File: config.mk
export PLATFORM = sky130hd
export DESIGN_NAME = csc_sysctl_exec
export DESIGN_NICKNAME = d
export VERILOG_FILES = /design/src/rtl/csc_pkg.sv /design/src/rtl/csc_pc_calc.sv /design/src/rtl/csc_sysctl_exec.sv
export SDC_FILE = /design/constraint.sdc
export NUM_CORES = 1
export LEC_CHECK = 0
export BUFFER_PORTS_ARGS = -buffer_cell sky130_fd_sc_hd__buf_2
export CORE_MARGIN = 3
export CORE_UTILIZATION = 30
export CTS_CLUSTER_DIAMETER = 200
export DETAILED_ROUTE_END_ITERATION = 8
export PLACE_DENSITY = 0.49
export SYNTH_ARGS = -nofsm -noshare
export SYNTH_HDL_FRONTEND = slang
export SYNTH_SLANG_ARGS = --single-unit
File: constraint.sdc
create_clock -name core_clk -period 4.2 [get_ports core_clk]
set_clock_uncertainty 0.2 [all_clocks]
set_input_delay 0.21 -clock core_clk [delete_from_list [all_inputs] [get_ports core_clk]]
set_output_delay 0.21 -clock core_clk [all_outputs]
set_load 0.02 [all_outputs]
File: src/rtl/csc_pkg.sv
package csc_pkg;

  // Widths of the core datapaths
  localparam int CSC_PC_W   = 12;
  localparam int CSC_SP_W   = 8;
  localparam int CSC_DATA_W = 8;
  localparam int CSC_WORD_W = 16;
  localparam int CSC_OP_W   = 4;

  // Stack pointer step per pushed or popped return address
  localparam logic [CSC_SP_W-1:0] CSC_SP_STEP = 8'h02;
  // Program counter step for straight-line flow
  localparam logic [CSC_PC_W-1:0] CSC_PC_STEP = 12'h001;

  // Reset values of held datapath outputs
  localparam logic [CSC_PC_W-1:0]   CSC_PC_RST   = 12'h000;
  localparam logic [CSC_SP_W-1:0]   CSC_SP_RST   = 8'h00;
  localparam logic [CSC_DATA_W-1:0] CSC_DATA_RST = 8'h00;
  localparam logic [CSC_WORD_W-1:0] CSC_WORD_RST = 16'h0000;

  // Operation codes presented by the upstream decoder
  localparam logic [CSC_OP_W-1:0] CSC_OP_NOP     = 4'h0;
  localparam logic [CSC_OP_W-1:0] CSC_OP_CALL    = 4'h1;
  localparam logic [CSC_OP_W-1:0] CSC_OP_GOTO    = 4'h2;
  localparam logic [CSC_OP_W-1:0] CSC_OP_RETIMM  = 4'h3;
  localparam logic [CSC_OP_W-1:0] CSC_OP_RET     = 4'h4;
  localparam logic [CSC_OP_W-1:0] CSC_OP_RETI    = 4'h5;
  localparam logic [CSC_OP_W-1:0] CSC_OP_PCADD   = 4'h6;
  localparam logic [CSC_OP_W-1:0] CSC_OP_INTON   = 4'h7;
  localparam logic [CSC_OP_W-1:0] CSC_OP_INTOFF  = 4'h8;
  localparam logic [CSC_OP_W-1:0] CSC_OP_STOPSYS = 4'h9;
  localparam logic [CSC_OP_W-1:0] CSC_OP_STOPCPU = 4'hA;
  localparam logic [CSC_OP_W-1:0] CSC_OP_SWRST   = 4'hB;
  localparam logic [CSC_OP_W-1:0] CSC_OP_WDCLR   = 4'hC;

  // Program counter source in the final phase
  typedef enum logic [1:0] {CSC_PC_INC, CSC_PC_TGT, CSC_PC_ADD, CSC_PC_POP} csc_pcsel_t;

  // Execution phases
  typedef enum logic [0:0] {CSC_IDLE, CSC_SECOND} csc_state_t;

  // Wrapping stack pointer arithmetic
  function automatic logic [CSC_SP_W-1:0] csc_sp_add(input logic [CSC_SP_W-1:0] sp);
    csc_sp_add = CSC_SP_W'(sp + CSC_SP_STEP);
  endfunction : csc_sp_add

  function automatic logic [CSC_SP_W-1:0] csc_sp_sub(input logic [CSC_SP_W-1:0] sp);
    csc_sp_sub = CSC_SP_W'(sp - CSC_SP_STEP);
  endfunction : csc_sp_sub

  // Operations that take two instruction cycles
  function automatic logic csc_is_long(input logic [CSC_OP_W-1:0] op);
    csc_is_long = (op == CSC_OP_CALL) || (op == CSC_OP_GOTO) || (op == CSC_OP_RETIMM)
               || (op == CSC_OP_RET) || (op == CSC_OP_RETI) || (op == CSC_OP_PCADD);
  endfunction : csc_is_long

endpackage : csc_pkg

File: src/rtl/csc_pc_calc.sv
module csc_pc_calc
  import csc_pkg::*;
(
  input  wire logic [CSC_PC_W-1:0]   pcBase,
  input  wire logic [CSC_DATA_W-1:0] accVal,
  input  wire logic [CSC_PC_W-1:0]   target,
  input  wire logic [CSC_WORD_W-1:0] popWord,
  input  wire csc_pcsel_t            pcSel,
  output logic      [CSC_PC_W-1:0]   pcOut,
  output logic      [CSC_PC_W-1:0]   pcInc
);

  // Address of the following instruction
  assign pcInc = CSC_PC_W'(pcBase + CSC_PC_STEP);

  // Next program counter by source
  always_comb
  begin
    unique case (pcSel)
      CSC_PC_INC: pcOut = pcInc;
      CSC_PC_TGT: pcOut = target;
      CSC_PC_ADD: pcOut = CSC_PC_W'(pcBase + {{(CSC_PC_W-CSC_DATA_W){1'b0}}, accVal});
      CSC_PC_POP: pcOut = popWord[CSC_PC_W-1:0];
    endcase
  end

endmodule : csc_pc_calc

File: src/rtl/csc_sysctl_exec.sv
// Function
// - Call pushes next address at sp, then loads target while sp grows by two.
// - Jump loads its target; call and jump reach the whole program space.
// - Return-with-value writes the immediate to the accumulator, then returns.
// - Return drops sp by two, then reloads pc from the stack there.
// - Return from interrupt returns and sets the global interrupt enable in the same cycle as the pc reload.
// - Computed jump sets pc to current pc plus unsigned accumulator.
// - Interrupt-enable op sets the global enable.
// - Interrupt-disable op clears the global enable.
// - Full stop halts the system and all clocks including oscillators.
// - CPU stop gates the core clock, oscillators keep running.
// - Software reset resets the whole chip like a hardware reset.
// - Watchdog restart clears the watchdog count.
// - Jumps, calls, returns and computed jump take two cycles, others one.
module csc_sysctl_exec
  import csc_pkg::*;
(
  input  wire logic                  core_clk,
  input  wire logic                  rstn,
  input  wire logic                  opValid,
  output logic                       opReady,
  input  wire logic [CSC_OP_W-1:0]   opCode,
  input  wire logic [CSC_DATA_W-1:0] opImm,
  input  wire logic [CSC_PC_W-1:0]   opTarget,
  input  wire logic [CSC_PC_W-1:0]   pcCur,
  input  wire logic [CSC_DATA_W-1:0] accCur,
  input  wire logic [CSC_SP_W-1:0]   spCur,
  input  wire logic [CSC_WORD_W-1:0] memRdata,
  output logic                       opDone,
  output logic                       pcLoad,
  output logic      [CSC_PC_W-1:0]   pcNext,
  output logic                       accWe,
  output logic      [CSC_DATA_W-1:0] accData,
  output logic                       spWe,
  output logic      [CSC_SP_W-1:0]   spNext,
  output logic                       memWe,
  output logic                       memRd,
  output logic      [CSC_SP_W-1:0]   memAddr,
  output logic      [CSC_WORD_W-1:0] memWdata,
  output logic                       flagsWe,
  output logic                       gieSet,
  output logic                       gieClr,
  output logic                       haltSys,
  output logic                       haltCpu,
  output logic                       chipReset,
  output logic                       wdtClear
);

  csc_state_t            state;
  csc_state_t            next_state;
  logic [CSC_OP_W-1:0]   opReg;
  logic [CSC_OP_W-1:0]   next_opReg;
  logic [CSC_PC_W-1:0]   tgtReg;
  logic [CSC_PC_W-1:0]   next_tgtReg;
  logic [CSC_PC_W-1:0]   pcReg;
  logic [CSC_PC_W-1:0]   next_pcReg;
  logic [CSC_DATA_W-1:0] accReg;
  logic [CSC_DATA_W-1:0] next_accReg;
  logic [CSC_SP_W-1:0]   spReg;
  logic [CSC_SP_W-1:0]   next_spReg;
  logic                  next_opDone;
  logic                  next_pcLoad;
  logic [CSC_PC_W-1:0]   next_pcNext;
  logic                  next_accWe;
  logic [CSC_DATA_W-1:0] next_accData;
  logic                  next_spWe;
  logic [CSC_SP_W-1:0]   next_spNext;
  logic                  next_memWe;
  logic                  next_memRd;
  logic [CSC_SP_W-1:0]   next_memAddr;
  logic [CSC_WORD_W-1:0] next_memWdata;
  logic                  next_gieSet;
  logic                  next_gieClr;
  logic                  next_haltSys;
  logic                  next_haltCpu;
  logic                  next_chipReset;
  logic                  next_wdtClear;
  logic                  take;
  csc_pcsel_t            pcSel;
  logic [CSC_PC_W-1:0]   pcFinal;
  logic [CSC_PC_W-1:0]   pcInc;
  logic [CSC_PC_W-1:0]   pcBase;

  // New operations are taken only between operations
  assign opReady = (state == CSC_IDLE);
  assign take    = opValid && opReady;
  // One-cycle ops use the live pc, second phase uses the captured one
  assign pcBase  = (state == CSC_IDLE) ? pcCur : pcReg;

  // Program counter source for the final phase
  always_comb
  begin
    unique case (opReg)
      CSC_OP_CALL, CSC_OP_GOTO:                 pcSel = CSC_PC_TGT;
      CSC_OP_PCADD:                             pcSel = CSC_PC_ADD;
      CSC_OP_RET, CSC_OP_RETIMM, CSC_OP_RETI:   pcSel = CSC_PC_POP;
      default:                                  pcSel = CSC_PC_INC;
    endcase
  end

  csc_pc_calc u_pc_calc (
    .pcBase  (pcBase),
    .accVal  (accReg),
    .target  (tgtReg),
    .popWord (memRdata),
    .pcSel   (pcSel),
    .pcOut   (pcFinal),
    .pcInc   (pcInc)
  );

  // Next-state and output computation
  always_comb
  begin
    next_state     = state;
    next_opReg     = opReg;
    next_tgtReg    = tgtReg;
    next_pcReg     = pcReg;
    next_accReg    = accReg;
    next_spReg     = spReg;
    next_pcNext    = pcNext;
    next_accData   = accData;
    next_spNext    = spNext;
    next_memAddr   = memAddr;
    next_memWdata  = memWdata;
    next_opDone    = 1'b0;
    next_pcLoad    = 1'b0;
    next_accWe     = 1'b0;
    next_spWe      = 1'b0;
    next_memWe     = 1'b0;
    next_memRd     = 1'b0;
    next_gieSet    = 1'b0;
    next_gieClr    = 1'b0;
    next_haltSys   = 1'b0;
    next_haltCpu   = 1'b0;
    next_chipReset = 1'b0;
    next_wdtClear  = 1'b0;
    unique case (state)
      CSC_IDLE:
      begin
        if (take)
        begin
          next_opReg  = opCode;
          next_tgtReg = opTarget;
          next_pcReg  = pcCur;
          next_accReg = accCur;
          next_spReg  = spCur;
          if (csc_is_long(opCode))
          begin
            next_state = CSC_SECOND;
          end
          else
          begin
            next_opDone = 1'b1;
          end
          unique case (opCode)
            CSC_OP_CALL:
            begin
              next_memWe    = 1'b1;
              next_memAddr  = spCur;
              next_memWdata = {{(CSC_WORD_W-CSC_PC_W){1'b0}}, pcInc};
            end
            CSC_OP_RETIMM, CSC_OP_RET, CSC_OP_RETI:
            begin
              next_spWe    = 1'b1;
              next_spNext  = csc_sp_sub(spCur);
              next_memRd   = 1'b1;
              next_memAddr = csc_sp_sub(spCur);
              if (opCode == CSC_OP_RETIMM)
              begin
                next_accWe   = 1'b1;
                next_accData = opImm;
              end
            end
            CSC_OP_NOP, CSC_OP_INTON, CSC_OP_INTOFF, CSC_OP_STOPSYS,
            CSC_OP_STOPCPU, CSC_OP_WDCLR:
            begin
              next_pcLoad    = 1'b1;
              next_pcNext    = pcInc;
              next_gieSet    = (opCode == CSC_OP_INTON);
              next_gieClr    = (opCode == CSC_OP_INTOFF);
              next_haltSys   = (opCode == CSC_OP_STOPSYS);
              next_haltCpu   = (opCode == CSC_OP_STOPCPU);
              next_wdtClear  = (opCode == CSC_OP_WDCLR);
            end
            CSC_OP_GOTO, CSC_OP_PCADD:
            begin
              next_opDone = 1'b0;
            end
            CSC_OP_SWRST:
            begin
              next_chipReset = 1'b1;
            end
            default:
            begin
              next_opDone = 1'b1;
            end
          endcase
        end
      end
      CSC_SECOND:
      begin
        next_state  = CSC_IDLE;
        next_opDone = 1'b1;
        next_pcLoad = 1'b1;
        next_pcNext = pcFinal;
        if (opReg == CSC_OP_CALL)
        begin
          next_spWe   = 1'b1;
          next_spNext = csc_sp_add(spReg);
        end
        next_gieSet = (opReg == CSC_OP_RETI);
      end
    endcase
  end

  // State and output registers
  always_ff @(posedge core_clk)
  begin
    if (!rstn)
    begin
      state     <= CSC_IDLE;
      opReg     <= CSC_OP_NOP;
      tgtReg    <= CSC_PC_RST;
      pcReg     <= CSC_PC_RST;
      accReg    <= CSC_DATA_RST;
      spReg     <= CSC_SP_RST;
      opDone    <= 1'b0;
      pcLoad    <= 1'b0;
      pcNext    <= CSC_PC_RST;
      accWe     <= 1'b0;
      accData   <= CSC_DATA_RST;
      spWe      <= 1'b0;
      spNext    <= CSC_SP_RST;
      memWe     <= 1'b0;
      memRd     <= 1'b0;
      memAddr   <= CSC_SP_RST;
      memWdata  <= CSC_WORD_RST;
      flagsWe   <= 1'b0;
      gieSet    <= 1'b0;
      gieClr    <= 1'b0;
      haltSys   <= 1'b0;
      haltCpu   <= 1'b0;
      chipReset <= 1'b0;
      wdtClear  <= 1'b0;
    end
    else
    begin
      state     <= next_state;
      opReg     <= next_opReg;
      tgtReg    <= next_tgtReg;
      pcReg     <= next_pcReg;
      accReg    <= next_accReg;
      spReg     <= next_spReg;
      opDone    <= next_opDone;
      pcLoad    <= next_pcLoad;
      pcNext    <= next_pcNext;
      accWe     <= next_accWe;
      accData   <= next_accData;
      spWe      <= next_spWe;
      spNext    <= next_spNext;
      memWe     <= next_memWe;
      memRd     <= next_memRd;
      memAddr   <= next_memAddr;
      memWdata  <= next_memWdata;
      flagsWe   <= 1'b0;
      gieSet    <= next_gieSet;
      gieClr    <= next_gieClr;
      haltSys   <= next_haltSys;
      haltCpu   <= next_haltCpu;
      chipReset <= next_chipReset;
      wdtClear  <= next_wdtClear;
    end
  end
endmodule : csc_sysctl_exec

==> parameters.txt, run 1 <==
Parameter                              Value

Die
  Count of standard-cell rows    47
  Core area    between 15,000 and 20,000 µm²
  DIE AREA    approximately 19,000 µm²
  Starting density of the core    0.313
  Die Y    roughly 140 µm
  Num ports    137
  Chip width    139 µm

STA
  Final Slew Violations    0
  Tmin final    3180 ps
  Final hold violation count    0
  Fin crit share    0.758
  Worst relative slew slack    0.412
  Number of endpoints failing setup at the final stage    0
  Setup repair after global routing missed its margin    no
  Total Neg Setup Slack    0 ps
  FMAX    314 MHz
  Worst Tran Pin Value    around 870 ps

Route
  Iteration count of the initial detailed-routing pass    5
  Top sig layer    met4
  Met2 routed wirelength    7630 µm
  Met1 routed wirelength after detailed routing    about 7300 µm
  Met3 wirelength from detailed routing    742 µm
  Routed length per placed instance    15.7 µm
  Count of nets left with antenna violations after detail routing    0
  Post-detailed-routing wire length    between 15,000 and 20,000 µm
  Via count    4,981
  Via-to-Cell Ratio    4.88
  Number of DRC markers after the initial detailed-route iteration    246
  Number of remaining DRC errors    0

Clock tree
  Root buffer cell    sky130_fd_sc_hd__clkbuf_16
  Depth of the CTS H-tree    3
  Total CTS buffers    9
  CTS Sinks    105
  CTS tree    built
  Reg clk slew, reported paths    70 ps
  Later-pin clock latency in the skew report    360 ps
  Maximum count of clock buffers along a single path    2

Final layout
  Net count of the finished layout    roughly 880
  Layout overhead on the synthesized area    29.6%
  Area used by multi-input combinational logic    2900 µm²
  Diode count    0
  Layout cell share with drive strength beyond 1    0.228
  Number of fill cells in the layout    1,777
  Footprint of the flip-flops and latches    about 2100 µm²

Synth
  Fraction of registers with async set/reset    0
  Number of enable flip-flop cells after synthesis    0
  Count of warnings emitted by yosys    0
  Most used DFF post-synth    sky130_fd_sc_hd__dfxtp_1
  Part of the Yosys area used for sequential elements    0.398
  Area leader, netlist    sky130_fd_sc_hd__dfxtp_1
  Register bit count reported by yosys    approximately 110
  Most area-consuming cells after synthesis    sky130_fd_sc_hd__dfxtp_1 40%, sky130_fd_sc_hd__nand2_1 9.7%, sky130_fd_sc_hd__a21oi_1 7.3%
  Most numerous cell types in the synthesized netlist    137 x sky130_fd_sc_hd__nand2_1, 105 x sky130_fd_sc_hd__dfxtp_1, 77 x sky130_fd_sc_hd__a21oi_1, 37 x sky130_fd_sc_hd__nor2_1, 23 x sky130_fd_sc_hd__clkbuf_1
  Gate count after technology mapping    about 640
  Area fraction of the dominant cell type after synthesis    0.398
  Post-Syn Area    5280 µm²
  Most frequently used cell type in the post-synthesis netlist    sky130_fd_sc_hd__nand2_1
  Library cells used by synthesis    68
  Post-synthesis average cell area    a little over 8 µm²

Critical path
  Buffers and inverters on the worst path    1
  Data required time at the worst endpoint    4230 ps
  Kind of start point of the critical path    flop
  Kind of critical path    reg -> reg
  Nature of the critical path endpoint    flop
  Critical path's largest stage delay    480 ps
  Cell with the largest stage delay on the worst path    sky130_fd_sc_hd__a221oi_1
  Critical Path Most Common Cell    sky130_fd_sc_hd__o21ai_0
  Maximum fanout count along the critical path    13
  Worst Path Arrival    3210 ps
  Crit-path cells    mux2i_1, inv_1, ha_1, fa_1, a221oi_1, o21ai_0, and3_1, o21ai_0, a221oi_2
  Category of cells accounting for the largest share of critical-path delay    compound AO/OA/AOI/OAI gates

Global routing
  First-pass GRT wire length    25,500 µm
  Number of global-route vias before repair    4,804
  Global-route usage over all layers    0.164
  Number of antenna violations at the first check in global routing    0
  Remaining global-route overflow    0
  Pin count of the biggest net entering global routing    52

Power
  Net switching power figure    0.677 mW
  Internal power consumption    1.64 mW
  LEAKAGE    ~2.9 nW
  Proportion of power drawn by flip-flops and latches    0.467
  Power consumption    2.32 mW
  Total power per unit cell area    ~340 nW/µm²
  Clk network pwr share    0.357
  IR drop worst, VDD    0.000201 V
  Gate power share    0.175
  Sw Share    0.292

Place
  Last weighted congestion value of the routability-driven placer    0.829
  Detailed Place HPWL    roughly 12,000 µm
  Count of buffers inserted at the top-level ports    127

Worst hold path
  Min-delay worst type    in -> reg

Run status
  Run status    completed

Run
  Max-Cap Viols    0
[stage by stage]
stage | setup slack, ps | hold slack, ps | instances | util | instance area (µm²)
5_1_grt | 751 | 120 | 1020 | 0.406 | 6840
4_1_cts | 994 | 73.2 | 1020 | 0.406 | 6840
2_1_floorplan | 1020 | 146 | 643 | - | 5300
3_5_place_dp | 1020 | 244 | 948 | 0.355 | 5990
3_3_place_gp | 1100 | 243 | 948 | 0.355 | 5990
6_report | 1020 | 82.8 | 1020 | 0.406 | 6840
[state kept, by name (all words and copies together) (netlist names), 4 cells and up]
signal,count
accReg,8
memAddr,8
pcReg,12
pcNext,12
spNext,8
tgtReg,12
opReg,4
spReg,8
accData,8
memWdata,12
[final cells by class]
cell class,instances,area share
inverters,14,0.00786
clock buffers,10,0.0349
repair buffers,187,0.179
multi-input cells,478,0.423
clock inverters,6,0.00731
flip-flops and latches,105,0.307
well taps,220,0.0402
[tightest hold or removal path, stage by stage]
cell	delay [ps]
sky130_fd_sc_hd__buf_2	80
sky130_fd_sc_hd__a221oi_1	90
sky130_fd_sc_hd__a221oi_2	210
[path summary, 6_finish.rpt]
path / from / depth (start not counted) / to / slack (ps)
worst max-delay path: state / 9 / pcNext[10] / 1020
worst max register to register: state / 9 / pcNext[10] / 1020
worst min register to register: spNext[1] / 2 / spNext[1] / 250
worst min-delay path: memRdata[10] / 3 / pcNext[10] / 80
[cells by family (layout without fill, tap and decap cells)]
kind of cell | count (synthesis) | in the layout | share of synthesized area
buf+inv | 60 | 217 | 0.0576
other cells | 1 | 5 | 0.000710
xor+xnor | 33 | 33 | 0.0547
fa+ha+maj | 13 | 13 | 0.0320
simple gates | 245 | 245 | 0.209
mux | 25 | 25 | 0.0488
flops | 105 | 105 | 0.398
compound gates | 157 | 157 | 0.199
[cell usage in the layout, fill, tap and decap left out, drive strengths merged, types with 12 or more instances in the layout]
cell type,instances
mux2i,19
o21ai,19
nor2,41
xor2,12
a21oi,79
xnor2,21
dfxtp,105
nand2,138
dlygate4sd3,56
nand3,21
buf,131
inv,16
[metal layers]
layer | vias to the layer above | GRT usage
met1 | 2300 | 0.206
li1 | 2522 | -
met5 | - | 0
met2 | 136 | 0.283
met3 | 23 | 0.0366
met4 | 0 | 0.0479
[power by group through the flow]
| stage | clock, mW | sequential (mW) | combinational, mW |
|---|---|---|---|
| 2_1_floorplan | 0 | 1.11 | 0.235 |
| 3_3_place_gp | 0 | 1.10 | 0.362 |
| 3_5_place_dp | 0 | 1.11 | 0.369 |
| 4_1_cts | 0.858 | 1.08 | 0.410 |
| 5_1_grt | 0.892 | 1.09 | 0.449 |
| 6_report | 0.827 | 1.08 | 0.406 |
[repair_timing]
item                      CTS  global route
buffers inserted            0             0
resized for setup           0             0
hold buffers               56             0
hold endpoints to repair   59             0
Note: power is estimated with default switching activity, not from simulation.
==> run 2, diff against run 1 <==
PLACE_DENSITY = 0.51   (was 0.49)
clock period = 2.7 ns   (was 4.2 ns; I/O delays follow)
==> parameters.txt, run 2 (synthesized netlist as in run 1, its figures left out) <==
Parameter                              Value

Route
  Via count    5,021 (was 4,981)
  Iteration count of the initial detailed-routing pass    4 (was 5)
  Number of DRC markers after the initial detailed-route iteration    310 (was 246)
  Routed length per placed instance    15.6 µm (was 15.7 µm)
  Post-detailed-routing wire length    16,300 µm (was 16,000 µm)
  Count of nets left with antenna violations after detail routing    0 (unchanged)
  Via-to-Cell Ratio    4.80 (was 4.88)
  Number of remaining DRC errors    0 (unchanged)

Power
  Total power per unit cell area    532 nW/µm² (was 338 nW/µm²)
  Power consumption    3.80 mW (was 2.32 mW)
  LEAKAGE    3.02 nW (was 2.87 nW)
  IR drop worst, VDD    0.000341 V (was 0.000201 V)

Critical path
  Kind of start point of the critical path    flop (unchanged)
  Worst Path Arrival    2660 ps (was 3210 ps)
  Maximum fanout count along the critical path    7 (was 13)
  Crit-path cells    mux2i_2, inv_1, ha_2, fa_2, a221oi_2, o21ai_1, xnor2_1, a21oi_1, a211oi_1 (was mux2i_1, inv_1, ha_1, fa_1, a221oi_1, o21ai_0, and3_1, o21ai_0, a221oi_2)
  Data required time at the worst endpoint    2780 ps (was 4230 ps)
  Nature of the critical path endpoint    flop (unchanged)
  Critical path's largest stage delay    420 ps (was 480 ps)
  Cell with the largest stage delay on the worst path    sky130_fd_sc_hd__dfxtp_4 (was sky130_fd_sc_hd__a221oi_1)
  Kind of critical path    reg -> reg (unchanged)

Clock tree
  CTS tree    built (unchanged)
  CTS Sinks    105 (unchanged)
  Maximum count of clock buffers along a single path    2 (unchanged)
  Later-pin clock latency in the skew report    360 ps (about the same)
  Reg clk slew, reported paths    80 ps (was 70 ps)
  Total CTS buffers    9 (unchanged)
  Root buffer cell    sky130_fd_sc_hd__clkbuf_16 (unchanged)
  Depth of the CTS H-tree    3 (unchanged)

Global routing
  Global-route usage over all layers    0.168 (was 0.164)
  Number of antenna violations at the first check in global routing    0 (unchanged)
  Pin count of the biggest net entering global routing    36 (was 52)
  First-pass GRT wire length    26,000 µm (was 25,500 µm)
  Number of global-route vias before repair    4,889 (was 4,804)
  Remaining global-route overflow    0 (unchanged)

Final layout
  Commonest cells after routing, fill and taps aside    137 x sky130_fd_sc_hd__nand2_1, 127 x sky130_fd_sc_hd__buf_2, 104 x sky130_fd_sc_hd__dfxtp_1 (unchanged)
  Diode count    0 (unchanged)
  Final standard cell count with taps included and fillers excluded    1,047 (was 1,020)
  Cell area after layout    7150 µm² (was 6840 µm²)
  Number of fill cells in the layout    1,702 (was 1,777)
  Area used by multi-input combinational logic    2960 µm² (was 2900 µm²)
  Layout cell share with drive strength beyond 1    0.262 (was 0.228)
  Most common cell after layout, fill and taps aside    sky130_fd_sc_hd__nand2_1 (unchanged)
  Layout overhead on the synthesized area    35.5% (was 29.6%)
  Footprint of the flip-flops and latches    2110 µm² (was 2100 µm²)
  Net count of the finished layout    905 (was 878)

STA
  Worst relative slew slack    0.573 (was 0.412)
  Hold WS    42.3 ps (was 82.8 ps)
  Number of endpoints failing setup at the final stage    0 (unchanged)
  Final hold violation count    0 (unchanged)
  Tmin final    2590 ps (was 3180 ps)
  FMAX    387 MHz (was 314 MHz)
  Total Neg Setup Slack    0 ps (unchanged)
  Final Slew Violations    0 (unchanged)
  Worst Tran Pin Value    637 ps (was 874 ps)
  Fin crit share    0.958 (was 0.758)

Run
  Max-Cap Viols    0 (unchanged)

Die
  Num ports    137 (unchanged)
  Core area    16,900 µm² (unchanged)
  Die Y    139 µm (unchanged)
  Count of standard-cell rows    47 (unchanged)
  DIE AREA    19,200 µm² (unchanged)
  Starting density of the core    0.313 (unchanged)
  Chip width    139 µm (unchanged)

Place
  Last weighted congestion value of the routability-driven placer    0.878 (was 0.829)
  Count of buffers inserted at the top-level ports    127 (unchanged)
  Number of placed instances, taps included    970 (was 948)
  Post-placement cell area    6180 µm² (was 5990 µm²)
  Detailed Place HPWL    12,500 µm (was 12,000 µm)

Worst hold path
  Min-delay worst type    in -> reg (unchanged)

Run status
  Run status    completed (unchanged)
==> run 2: final timing paths <==
kind,start,end,slack [ps],depth (start not counted)
hold reg to reg,memWdata[4],memWdata[4],250,2
setup reg to reg,state,pcNext[8],110,9
hold / removal,memRdata[10],pcNext[10],40,3
setup / recovery,state,pcNext[8],110,9
==> run 2: layout make-up <==
cell class / count / area share
inverter: 14 / 0.00752
timing repair buffer: 214 / 0.200
multi-input combinational: 478 / 0.413
clock inverter: 7 / 0.0143
tap: 220 / 0.0385
clock buffer: 9 / 0.0315
sequential: 105 / 0.294
==> run 2: per-stage QoR <==
stage / utilization / worst slack, ps
after floorplan: - / -70.7
after global placement: 0.366 / 109
after detailed placement: 0.366 / 100
after CTS: 0.419 / 53.9
after global routing: 0.424 / -1.04
final: 0.424 / 113
==> run 2: timing repair <==
item | 4_1_cts | 5_1_grt
endpoints found under the hold margin | 72 | 0
hold buffers | 56 | 0
gates resized for setup | 0 | 8
setup endpoints to repair | 0 | 9
setup buffers | 0 | 5
==> run 2: power breakdown <==
group,internal [mW],switching (mW)
Clock,0.823,0.614
Sequential,1.62,0.0620
Combinational,0.301,0.383
Total,2.74,1.06
==> run 2: worst max-delay path, delay by kind of cell (launching register included) <==
family	cells	cell delay (ps)
compound gates	4	740
xor+xnor	1	230
buf+inv	1	90
mux	1	230
fa+ha+maj	2	590
flops	1	420
==> run 2: routing by layer <==
| metal | share of wire | vias to the layer above | wire (µm) | GRT usage |
|---|---|---|---|---|
| met5 | 0 | - | 0 | 0 |
| met4 | 0.010 | 0 | 163 | 0.0345 |
| met2 | 0.48 | 118 | 7910 | 0.287 |
| met3 | 0.045 | 11 | 742 | 0.0459 |
| li1 | - | 2570 | - | - |
| met1 | 0.46 | 2322 | 7500 | 0.213 |
==> run 3, diff against run 2 <==
CORE_ASPECT_RATIO = 1.4   (was unset)
==> parameters.txt, run 3 (synthesized netlist as in run 1, its figures left out) <==
Parameter                              Value

Run status
  Run status    completed (unchanged)

Place
  Detailed Place HPWL    12,400 µm (was 12,500 µm)
  Post-placement cell area    6180 µm² (about the same)
  Last weighted congestion value of the routability-driven placer    0.878 (about the same)
  Worst slack at placement    58.7 ps (was 100 ps)
  Count of buffers inserted at the top-level ports    127 (unchanged)
  Number of placed instances, taps included    978 (was 970)

Final layout
  Diode count    0 (unchanged)
  Most common cell after layout, fill and taps aside    sky130_fd_sc_hd__nand2_1 (unchanged)
  Cell area after layout    7130 µm² (was 7150 µm²)
  Layout overhead on the synthesized area    35.0% (was 35.5%)
  Final standard cell count with taps included and fillers excluded    1,053 (was 1,047)
  Net count of the finished layout    899 (was 905)
  Commonest cells after routing, fill and taps aside    137 x sky130_fd_sc_hd__nand2_1, 127 x sky130_fd_sc_hd__buf_2, 104 x sky130_fd_sc_hd__dfxtp_1 (unchanged)
  Layout cell share with drive strength beyond 1    0.257 (was 0.262)

Worst hold path
  Terminating pin of the worst hold path    pcNext[10] (unchanged)
  WHS Path Cells    3 (unchanged)
  Worst hold start    memRdata[10] (unchanged)
  Min-delay worst type    in -> reg (unchanged)

Global routing
  Number of global-route vias before repair    5,174 (was 4,889)
  First-pass GRT wire length    26,200 µm (was 26,000 µm)
  Number of antenna violations at the first check in global routing    0 (unchanged)
  Global-route usage over all layers    0.173 (was 0.168)
  Remaining global-route overflow    0 (unchanged)
  Pin count of the biggest net entering global routing    61 (was 36)

Route
  Iteration count of the initial detailed-routing pass    4 (unchanged)
  Post-detailed-routing wire length    16,600 µm (was 16,300 µm)
  Via count    5,112 (was 5,021)
  Via-to-Cell Ratio    4.85 (was 4.80)
  Number of DRC markers after the initial detailed-route iteration    239 (was 310)
  Routed length per placed instance    15.7 µm (was 15.6 µm)
  Number of remaining DRC errors    0 (unchanged)
  Count of nets left with antenna violations after detail routing    0 (unchanged)

Critical path
  Kind of start point of the critical path    flop (unchanged)
  Nature of the critical path endpoint    flop (unchanged)
  Worst Path Arrival    2600 ps (was 2660 ps)
  Cell with the largest stage delay on the worst path    sky130_fd_sc_hd__dfxtp_4 (unchanged)
  Crit path from    state (unchanged)
  Critical path's largest stage delay    420 ps (about the same)
  Reg2reg path depth    9 (unchanged)
  Maximum fanout count along the critical path    8 (was 7)
  Terminus of the critical flop-to-flop path    pcNext[9] (was pcNext[8])
  R2R setup slack    130 ps (was 110 ps)
  Crit-path cells    buf_4, mux2i_1, inv_1, ha_1, nand3_1, o21a_1, or3_1, a31oi_1, a311oi_1 (was mux2i_2, inv_1, ha_2, fa_2, a221oi_2, o21ai_1, xnor2_1, a21oi_1, a211oi_1)
  Worst reg2reg startpoint    state (unchanged)
  Data required time at the worst endpoint    2730 ps (was 2780 ps)
  Kind of critical path    reg -> reg (unchanged)

STA
  Setup repair after global routing missed its margin    yes
  Worst relative slew slack    0.564 (was 0.573)
  Worst Tran Pin Value    650 ps (was 637 ps)
  Final Slew Violations    0 (unchanged)
  Final hold violation count    0 (unchanged)
  Final Worst Setup Slack    126 ps (was 113 ps)
  FMAX    388 MHz (was 387 MHz)
  Fin crit share    0.953 (was 0.958)
  Tmin final    2570 ps (was 2590 ps)
  Total Neg Setup Slack    0 ps (unchanged)
  Number of endpoints failing setup at the final stage    0 (unchanged)

Clock tree
  Later-pin clock latency in the skew report    360 ps (about the same)
  Total CTS buffers    9 (unchanged)
  Root buffer cell    sky130_fd_sc_hd__clkbuf_16 (unchanged)
  Reg clk slew, reported paths    80 ps (about the same)
  CTS tree    built (unchanged)
  Maximum count of clock buffers along a single path    2 (unchanged)
  CTS Sinks    105 (unchanged)
  Depth of the CTS H-tree    3 (unchanged)

Die
  Num ports    137 (unchanged)
  Die Y    163 µm (was 139 µm)
  Core area    17,000 µm² (was 16,900 µm²)
  DIE AREA    19,300 µm² (was 19,200 µm²)
  Starting density of the core    0.310 (was 0.313)
  Count of standard-cell rows    56 (was 47)
  Chip width    118 µm (was 139 µm)

Run
  Max-Cap Viols    0 (unchanged)

Power
  Power consumption    3.80 mW (about the same)
  LEAKAGE    3.00 nW (was 3.02 nW)
  IR drop worst, VDD    0.000247 V (was 0.000341 V)
  Total power per unit cell area    534 nW/µm² (was 532 nW/µm²)
[run 3: cell type report]
class,count,area (µm²)
Sequential cell,105,2110
Tap cell,232,290
Fill cell,1781,9900
Inverter,14,53.8
Clock buffer,11,243
Clock inverter,5,78.8
Timing Repair Buffer,208,1400
Multi-Input combinational cell,478,2960
[run 3: worst max-delay path by stage]
stage            endpoint  cells after the start
2_1_floorplan  pcNext[10]                     13
3_3_place_gp   pcNext[10]                      8
3_5_place_dp   pcNext[10]                      9
4_1_cts        pcNext[10]                      9
5_1_grt         pcNext[6]                      9
6_report        pcNext[9]                      9
[run 3: layer usage]
metal | vias up | GRT usage | routed length [µm]
met5 | - | 0 | 0
met4 | 0 | 0.0901 | 625
met3 | 35 | 0.0313 | 790
met2 | 131 | 0.314 | 8430
met1 | 2384 | 0.192 | 6720
li1 | 2562 | - | -
[run 3: stage by stage]
stage	util	hold slack (ps)
after floorplan	-	71.0
after global placement	0.363	173
after detailed placement	0.363	178
after CTS	0.415	42.4
after global routing	0.419	98.6
final	0.419	45.4
[run 3: report_power, final]
part	total [mW]	leakage, nW	switching, mW	internal, mW
clock network	1.44	0.159	0.607	0.838
registers	1.68	0.859	0.0617	1.62
logic	0.677	1.98	0.382	0.295
total	3.80	3.00	1.05	2.75
[run 3: worst max-delay path, delay by kind of cell, from the launching register on]
| kind | cells | cell delay [ps] |
|---|---|---|
| flops | 1 | 420 |
| fa+ha+maj | 1 | 340 |
| simple gates | 2 | 440 |
| mux | 1 | 300 |
| buf+inv | 2 | 290 |
| compound gates | 3 | 450 |
[run 3: timing repair]
action	in CTS	in global routing
endpoints found under the setup margin	0	9
endpoints found under the hold margin	72	0
hold buffers	56	0
setup buffers	0	3
gates resized for setup	0	8
